### config.mk
export PLATFORM = sky130hd
export DESIGN_NAME = dmac_datapath
export DESIGN_NICKNAME = d
export VERILOG_FILES = /design/src/logic/dmac_datapath.v
export VERILOG_INCLUDE_DIRS = /design/src /design/src/logic
export SDC_FILE = /design/constraint.sdc
export NUM_CORES = 2
export LEC_CHECK = 0
export ABC_AREA = 1
export BUFFER_PORTS_ARGS = -buffer_cell sky130_fd_sc_hd__buf_4
export CORE_MARGIN = 4
export CORE_UTILIZATION = 38
export CTS_CLUSTER_SIZE = 20
export DETAILED_ROUTE_END_ITERATION = 6
export GPL_ROUTABILITY_DRIVEN = 1
export PLACE_DENSITY = 0.61
export SYNTH_ARGS = -nofsm -noshare
export SYNTH_HDL_FRONTEND = slang
export SYNTH_SLANG_ARGS = --single-unit
### constraint.sdc
create_clock -name clk -period 9.25 [get_ports clk]
set_input_delay 0.925 -clock clk [delete_from_list [all_inputs] [get_ports clk]]
set_output_delay 0.925 -clock clk [all_outputs]
set_load 0.01 [all_outputs]
### src/logic/dmac_defs.vh
/*
 * Constants for the signal-processing multiply/accumulate datapath:
 * widths, bit positions, operation codes and the word layout of the
 * control, status and interrupt words.
 * Assumes it is included by its bare name from the datapath module only.
 */
`ifndef DMAC_DEFS_VH
`define DMAC_DEFS_VH

// Datapath widths
`define DMAC_OPND_W      16
`define DMAC_MULIN_W     17
`define DMAC_PROD_W      33
`define DMAC_ACC_W       40
`define DMAC_ACC_MSB     39
`define DMAC_GUARD_LSB   32
`define DMAC_LOW_MSB     31
`define DMAC_SHIFT_W     6

// Accumulator operation codes
`define DMAC_OP_NONE     3'h0
`define DMAC_OP_MAC      3'h1
`define DMAC_OP_MSC      3'h2
`define DMAC_OP_ADD      3'h3
`define DMAC_OP_SUB      3'h4
`define DMAC_OP_LOAD     3'h5
`define DMAC_OP_CLR      3'h6

// Control word bits
`define DMAC_CTL_CLIP_B  7
`define DMAC_CTL_CLIP_A  6
`define DMAC_CTL_RANGE   4
`define DMAC_CTL_FRAC    0

// Trap enable bits
`define DMAC_TE_FIRST    0
`define DMAC_TE_SECOND   1

// Status word bits
`define DMAC_ST_OA       0
`define DMAC_ST_OB       1
`define DMAC_ST_SA       2
`define DMAC_ST_SB       3
`define DMAC_ST_OAB      4
`define DMAC_ST_SAB      5
`define DMAC_ST_W        6

// Register port offsets and reset values
`define DMAC_ADR_W       3
`define DMAC_REG_CTL     3'h0
`define DMAC_REG_STAT    3'h1
`define DMAC_REG_MASK    3'h2
`define DMAC_REG_TRAPEN  3'h3
`define DMAC_REG_IRQST   3'h4
`define DMAC_CTL_RST     8'h00
`define DMAC_MASK_RST    8'h00
`define DMAC_IRQ_W       4
`define DMAC_IRQ_OA      0
`define DMAC_IRQ_OB      1
`define DMAC_IRQ_SA      2
`define DMAC_IRQ_SB      3

`endif

### src/logic/dmac_datapath.v
/*
 * Multiply/accumulate datapath of a 16-bit controller core: a 17x17
 * multiplier with fractional or integer scaler, a general product path,
 * a 40-bit adder/subtracter with two accumulators, pre-accumulation
 * shifter, guard-bit overflow detection, clipping and sticky clip status.
 * Assumes the instruction decoder drives operands and strobes
 * synchronously on clk, and software uses the small register port.
 */
`timescale 1ns/1ps
`include "dmac_defs.vh"

// Behaviour
// - Multiplier inputs are 17 bits; unsigned zero-extended, signed sign-extended.
// - Product is 33 bits, sign-extended to 40 before accumulation.
// - Scaler picks 1.31 fractional or plain 33-bit integer product.
// - Fractional mode treats operands as Q15, yielding a 1.31 product.
// - Integer multiplies support signed, unsigned and mixed-sign operands.
// - General product: bytes give 16-bit result, words give 32-bit result.
// - 40-bit adder/subtracter; one accumulator chosen as source and destination.
// - Add and load data may pass through the barrel shifter first.
// - One adder side can be zero; subtract complements with active-low borrow.
// - Overflow out of bit 39 is catastrophic; feeds clipping and flags.
// - Guard overflow flagged whenever bits 32 to 39 differ.
// - Overflow and clip indications latch into per-accumulator status flags.
// - Clipping uses adder result, overflows, per-accumulator enables, range select.
// - Clipped flag set on bit-31 clip, or guard overflow then bit-39 clip.
// - Combined flags are OR of both guard flags and both clipped flags.
// - Guard flag updated each adder operation, reflects latest operation.
// - Guard flag with matching trap enable raises an arithmetic warning trap.
module dmac_datapath #(
   parameter OPND_W = `DMAC_OPND_W
) (
   // Clock and reset
   input  wire                    clk,
   input  wire                    reset_n,
   // Multiply/accumulate request
   input  wire                    op_valid,
   input  wire [2:0]              op_code,
   input  wire                    acc_sel,
   input  wire [OPND_W-1:0]       opnd_x,
   input  wire [OPND_W-1:0]       opnd_y,
   input  wire                    x_signed,
   input  wire                    y_signed,
   input  wire [39:0]             add_data,
   input  wire                    shift_en,
   input  wire [5:0]              shift_amt,
   // General product request
   input  wire                    product_instr,
   input  wire                    product_byte,
   // Register port
   input  wire [2:0]              reg_addr,
   input  wire [7:0]              reg_wdata,
   input  wire                    reg_write,
   input  wire                    reg_read,
   output reg  [7:0]              reg_rdata,
   // Results
   output reg  [39:0]             first_accumulator,
   output reg  [39:0]             second_accumulator,
   output reg  [31:0]             product_result,
   output reg                     product_done,
   output reg  [5:0]              status_flags,
   output reg                     arith_warning_trap,
   output reg                     irq
);

   // Control state
   reg  [7:0]  core_control_reg;
   reg  [1:0]  interrupt_control_one;
   reg  [3:0]  irq_status;
   reg  [3:0]  irq_mask;
   reg         guard_overflow_first_acc;
   reg         guard_overflow_second_acc;
   reg         clipped_flag_first_acc;
   reg         clipped_flag_second_acc;

   wire clip_enable_first_acc  = core_control_reg[`DMAC_CTL_CLIP_A];
   wire clip_enable_second_acc = core_control_reg[`DMAC_CTL_CLIP_B];
   wire clip_range_select      = core_control_reg[`DMAC_CTL_RANGE];
   wire frac_mode              = core_control_reg[`DMAC_CTL_FRAC];

   // Extend a 16-bit operand into the 17th multiplier bit
   function [16:0] ext17;
      input [15:0] v;
      input        sgn;
      begin
         ext17 = {sgn & v[15], v};
      end
   endfunction

   // Signed 17x17 multiply into a 33-bit value
   function [32:0] mul17;
      input [16:0] a;
      input [16:0] b;
      reg   [33:0] p;
      begin
         p     = $signed(a) * $signed(b);
         mul17 = p[32:0];
      end
   endfunction

   // Multiplier and scaler
   wire [16:0] mul_x    = ext17(opnd_x, x_signed);
   wire [16:0] mul_y    = ext17(opnd_y, y_signed);
   wire [32:0] raw_prod = mul17(mul_x, mul_y);
   // Fractional shifts left one to place the binary point after the sign
   wire [32:0] scaled   = frac_mode ? {raw_prod[31:0], 1'b0} : raw_prod;
   wire [39:0] prod40   = {{7{scaled[32]}}, scaled};

   // Byte operands use the low bytes, sign-extended per operand
   wire [16:0] byte_x   = {{9{x_signed & opnd_x[7]}}, opnd_x[7:0]};
   wire [16:0] byte_y   = {{9{y_signed & opnd_y[7]}}, opnd_y[7:0]};
   wire [32:0] byte_p   = mul17(byte_x, byte_y);

   // True when a slice of the sum is not a pure copy of its sign
   function not_uniform;
      input [8:0] v;
      begin
         not_uniform = ~((&v) | ~(|v));
      end
   endfunction

   // Barrel shift of incoming data, signed amount: positive shifts right.
   // Each direction has its own net: inside one conditional the unsigned
   // left branch would turn the arithmetic right shift into a logical one
   // and lose the sign of negative data.
   wire [39:0] shr_val  = $signed(add_data) >>> shift_amt;
   wire [39:0] shl_val  = add_data << (~shift_amt + 6'h01);
   wire [39:0] shifted  = shift_amt[5] ? shl_val : shr_val;
   wire [39:0] data_in  = shift_en ? shifted : add_data;

   // Adder operand selection
   wire        is_sub   = (op_code == `DMAC_OP_MSC) || (op_code == `DMAC_OP_SUB);
   wire        zero_acc = (op_code == `DMAC_OP_LOAD) || (op_code == `DMAC_OP_CLR);
   wire [39:0] acc_cur  = acc_sel ? second_accumulator : first_accumulator;
   wire [39:0] add_a    = zero_acc ? 40'h00_0000_0000 : acc_cur;
   wire [39:0] b_src    = (op_code == `DMAC_OP_MAC || op_code == `DMAC_OP_MSC) ? prod40 :
                          (op_code == `DMAC_OP_CLR) ? 40'h00_0000_0000 : data_in;
   // Subtract: complement, borrow-in low means carry one
   wire [39:0] add_b    = is_sub ? ~b_src : b_src;
   wire        carry_in = is_sub ? 1'b1 : 1'b0;
   wire [40:0] sum      = {1'b0, add_a} + {1'b0, add_b} + {40'h00_0000_0000, carry_in};
   wire [39:0] res      = sum[39:0];

   // Overflow out of bit 39: operand signs agree, result sign differs
   wire ovf39 = (add_a[39] == add_b[39]) && (res[39] != add_a[39]);
   // Guard bits 32..39 not all equal; bit 31 takes no part here
   wire guard_ovf = not_uniform({res[39], res[39:32]});
   // Bit-31 overflow: the low 32-bit word no longer holds the sign
   wire ovf31     = not_uniform(res[39:31]);
   wire true_neg  = ovf39 ? add_a[39] : res[39];

   // Clipping decision and value
   wire clip_en   = acc_sel ? clip_enable_second_acc : clip_enable_first_acc;
   wire clip31    = clip_en & clip_range_select & (ovf31 | ovf39);
   wire clip39    = clip_en & ~clip_range_select & ovf39;
   wire do_clip   = clip31 | clip39;
   wire [39:0] clip_val = clip_range_select ?
                          (true_neg ? 40'hFF_8000_0000 : 40'h00_7FFF_FFFF) :
                          (true_neg ? 40'h80_0000_0000 : 40'h7F_FFFF_FFFF);
   wire [39:0] next_acc = do_clip ? clip_val : res;
   wire        acc_op   = op_valid && (op_code != `DMAC_OP_NONE);

   // Accumulators, guard flags and sticky clipped flags
   always @(posedge clk) begin
      if (!reset_n) begin
         first_accumulator         <= 40'h00_0000_0000;
         second_accumulator        <= 40'h00_0000_0000;
         guard_overflow_first_acc  <= 1'b0;
         guard_overflow_second_acc <= 1'b0;
         clipped_flag_first_acc    <= 1'b0;
         clipped_flag_second_acc   <= 1'b0;
      end else if (acc_op) begin
         if (acc_sel) begin
            second_accumulator        <= next_acc;
            guard_overflow_second_acc <= guard_ovf | ovf39;
            if (do_clip)
               clipped_flag_second_acc <= 1'b1;
         end else begin
            first_accumulator         <= next_acc;
            guard_overflow_first_acc  <= guard_ovf | ovf39;
            if (do_clip)
               clipped_flag_first_acc  <= 1'b1;
         end
      end
   end

   // Status word, combined flags and trap
   always @(posedge clk) begin
      if (!reset_n) begin
         status_flags       <= 6'h00;
         arith_warning_trap <= 1'b0;
      end else begin
         status_flags <= {clipped_flag_first_acc | clipped_flag_second_acc,
                          guard_overflow_first_acc | guard_overflow_second_acc,
                          clipped_flag_second_acc, clipped_flag_first_acc,
                          guard_overflow_second_acc, guard_overflow_first_acc};
         arith_warning_trap <=
            (guard_overflow_first_acc & interrupt_control_one[`DMAC_TE_FIRST]) |
            (guard_overflow_second_acc & interrupt_control_one[`DMAC_TE_SECOND]);
      end
   end

   // General product path, one-cycle result
   always @(posedge clk) begin
      if (!reset_n) begin
         product_result <= 32'h0000_0000;
         product_done   <= 1'b0;
      end else begin
         product_done <= product_instr;
         if (product_instr)
            product_result <= product_byte ? {16'h0000, byte_p[15:0]} : raw_prod[31:0];
      end
   end

   // Interrupt events: guard overflow and clip on each accumulator
   wire [3:0] irq_event = {acc_op & acc_sel & do_clip, acc_op & ~acc_sel & do_clip,
                           acc_op & acc_sel & (guard_ovf | ovf39),
                           acc_op & ~acc_sel & (guard_ovf | ovf39)};
   wire wr_irqst = reg_write && (reg_addr == `DMAC_REG_IRQST);

   // Registers; event set wins over write-one clear
   always @(posedge clk) begin
      if (!reset_n) begin
         core_control_reg      <= `DMAC_CTL_RST;
         interrupt_control_one <= 2'h0;
         irq_mask              <= 4'h0;
         irq_status            <= 4'h0;
         reg_rdata             <= 8'h00;
         irq                   <= 1'b0;
      end else begin
         if (reg_write && reg_addr == `DMAC_REG_CTL)
            core_control_reg <= reg_wdata;
         if (reg_write && reg_addr == `DMAC_REG_TRAPEN)
            interrupt_control_one <= reg_wdata[1:0];
         if (reg_write && reg_addr == `DMAC_REG_MASK)
            irq_mask <= reg_wdata[3:0];
         irq_status <= (irq_status & ~(wr_irqst ? reg_wdata[3:0] : 4'h0)) | irq_event;
         irq        <= |(irq_status & irq_mask);
         if (reg_read) begin
            case (reg_addr)
               `DMAC_REG_CTL:    reg_rdata <= core_control_reg;
               `DMAC_REG_STAT:   reg_rdata <= {2'h0, status_flags};
               `DMAC_REG_MASK:   reg_rdata <= {4'h0, irq_mask};
               `DMAC_REG_TRAPEN: reg_rdata <= {6'h00, interrupt_control_one};
               `DMAC_REG_IRQST:  reg_rdata <= {4'h0, irq_status};
               default:          reg_rdata <= 8'h00;
            endcase
         end else begin
            reg_rdata <= 8'h00;
         end
      end
   end

endmodule

==> summary.md <==
| Metric | Value |
|---|---|
| Die width | `281 um` |
| Synth async-reset ratio | `0%` |
| Ys flop type | `dfxtp_1` |
| Clk root buf | `clkbuf_16` |
| Register area share after synthesis | `10.7%` |
| CP most frequent cell | `nand2_1` |
| Die footprint | `78800 um2` |
| TritonCTS buffer count | `17` |
| Post-synth EDFFs | `0` |
| Count of cell types in the netlist | `54` |
| Initial DRC Count | `2884` |
| TritonRoute pass-1 iters | `7` |
| Initial antenna violation count | `4` |
| Synthesis-stage register bit count | `151` |
| Top post-synthesis cells by count | `nand2_1 (962), inv_1 (846), fa_1 (354), nand3_1 (328), a21oi_1 (246)` |
| Final Hold Slack | `0.452 ns` |
| Worst Hold Launch | `clipped_flag_first_acc` |
| Die Span Y | `281 um` |
| Routed WL per cell | `18.6 um` |
| H-tree Lvls | `4` |
| CP peak stage delay | `0.57 ns` |
| Crit share post-route | `99.8%` |
| Critical Path Fanout Max | `6` |
| Post-synthesis adder-cell area fraction | `31.9%` |
| Final setup violation count | `0` |
| Net Count, Synth | `4809` |
| Gr ovfl total | `0` |
| Core Footprint | `73300 um2` |
| I/O Buffers | `231` |
| Worst relative slew slack | `16.5%` |
| I/O Pins | `232` |
| DRC viols | `0` |
| Antenna Nets Post-Route | `0` |
| Area leader, netlist | `fa_1` |
| CP startpoint | `x_signed` |
| Post-Syn Instances | `4198` |
| Syn Area/Cell | `6.73 um2` |
| Largest net degree at the start of global routing | `85` |
| Routed WL | `105000 um` |
| Req. time, crit path | `9.59 ns` |
| Synth Area in Simple Gates | `23.7%` |
| RSZ-0062 raised after global routing | `true` |
| Worst min path class | `flip-flop to flip-flop` |
| Yosys top cell area share | `25.1%` |
| Most numerous cell in the Yosys netlist | `nand2_1` |
| DR vias | `29400` |
| Fin Clk Skew | `0.0145 ns` |
| Worst-Margin Slew | `1.24 ns` |
| Worst R2R Start | `core_control_reg[0]` |
| Complex-gate fraction of the synthesized area | `14.9%` |
| Crit path kind | `input port to flip-flop` |
| Setup crit end kind | `flip-flop` |
| GPL Wtd Cong | `1.05` |
| Critical path arrival | `9.57 ns` |
| Layout overhead on the synthesized area | `24.1%` |
| GRT Overall Usage | `25.9%` |
| Clock sinks | `151` |
| Number of global-route vias before repair | `28300` |
| Fin nets | `5255` |
| Synth top area cells | `fa_1 (25%), nand2_1 (13%), inv_1 (11%), dfxtp_1 (11%), ha_1 (6.8%)` |
| Clk buf depth | `2` |
| First-pass GRT wire length | `161000 um` |
| Synth Warn # | `0` |
| Post-Syn Area | `28300 um2` |
| Layout cell share with drive strength beyond 1 | `19.3%` |
| Max Clk Rate | `108 MHz` |
| Synth Area in XOR/XNOR | `3.38%` |
| Mux cell area share after synthesis | `0.390%` |
| CP startpoint kind | `input port` |
| Largest family of logic cells by synthesized area | `adder cells` |
| CTS tree | `yes` |
| Max-slew violations | `0` |
| Slowest CP cell | `fa_1` |
| Vias/cell | `5.22` |
| Status | `complete, no violations` |
| Clock transition at path regs | `0.07 ns` |
| Clock latency on the worst-skew pair | `0.45 ns` |
| Final Hold Vio Count | `0` |
| Row count | `99` |
| Tmin final | `9.23 ns` |
| Top flop regs | `first_accumulator (40), second_accumulator (40), product_result (32)` |
| DP HPWL | `86700 um` |
| Initial core utilization | `38.5%` |
| Maxcap violations | `0` |
## layout by cell type (no fill, tap or decap), types with 14 or more instances in the layout
| master | synthesis | final |
|---|---|---|
| a21oi_1 | 246 | 233 |
| a31oi_1 | 35 | 31 |
| buf_4 | 13 | 619 |
| clkbuf_16 | 0 | 22 |
| dfxtp_1 | 151 | 151 |
| fa_1 | 354 | 351 |
| ha_1 | 154 | 142 |
| inv_1 | 846 | 832 |
| inv_2 | 10 | 24 |
| nand2_1 | 962 | 937 |
| nand2_2 | 16 | 36 |
| nand3_1 | 328 | 289 |
| nand3_2 | 5 | 43 |
| nand4_1 | 16 | 16 |
| nor2_1 | 232 | 216 |
| nor2_2 | 2 | 16 |
| o211ai_1 | 45 | 45 |
| o21a_1 | 48 | 48 |
| o21ai_0 | 242 | 233 |
| o221ai_1 | 31 | 27 |
| o22ai_1 | 14 | 14 |
| or2_2 | 15 | 15 |
| xnor2_1 | 24 | 22 |
| xor2_1 | 85 | 79 |
## cell type report
cell class / instances / area [um2]
clock buffers: 19 / 443
diodes: 3 / 7.51
flip-flops and latches: 151 / 3020
clock inverters: 13 / 140
fillers: 7536 / 38300
multi-input cells: 2960 / 21800
inverters: 862 / 3240
repair buffers: 652 / 5220
well taps: 959 / 1200
## routing by layer
metal / track usage [%] / up-vias / routed length, um
li1: - / 14000 / -
met1: 36.3 / 14100 / 46000
met2: 42.9 / 1096 / 48300
met3: 2.68 / 178 / 7050
met4: 7.07 / 4 / 3280
met5: 0 / - / 27
## repair_timing
item | 4_1_cts | 5_1_grt
setup buffers | 2 | 17
hold buffers | 0 | 0
gates resized for setup | 26 | 181
setup endpoints to repair | 88 | 88
pin swaps | 6 | 88
cloned | 1 | 8
## per-stage QoR
stage	std cells	setup TNS [ns]	setup WS [ns]	cell area (um2)	utilization (%)
2_1_floorplan	4198	0	0.00346	28300	-
3_3_place_gp	5556	-45.13	-0.541	33300	45.4
3_5_place_dp	5556	-62.90	-0.750	33300	45.4
4_1_cts	5591	0	0.0000853	34000	46.4
5_1_grt	5617	-32.16	-0.436	35100	47.8
6_report	5619	0	0.0189	35100	47.8
## final timing paths
kind / endpoint / slack (ns) / cells past startpoint
worst max register to register: second_accumulator[29] / 3.37 / 28
worst max-delay path: second_accumulator[29] / 0.02 / 51
worst min-delay path: status_flags[2] / 0.45 / 2
worst min register to register: status_flags[2] / 0.45 / 2
## cell families after synthesis
group                    count (synthesis)
flip-flops                             151
AND/OR/NAND/NOR                       1606
adder cells (fa/ha/maj)                508
AO/OA/AOI/OAI                          725
multiplexers                            11
buffers and inverters                 1088
XOR/XNOR                               109
## critical path: cells and delay by family
family                   cells  cell delay [ns]
adder cells (fa/ha/maj)      8             3.63
AND/OR/NAND/NOR             27             2.91
buffers and inverters       10             0.95
AO/OA/AOI/OAI                4             0.76
XOR/XNOR                     2             0.39
Power is left out: the tool's default activity adds up to more than one toggle a clock period on the data nets, which glitch-free logic cannot reach.
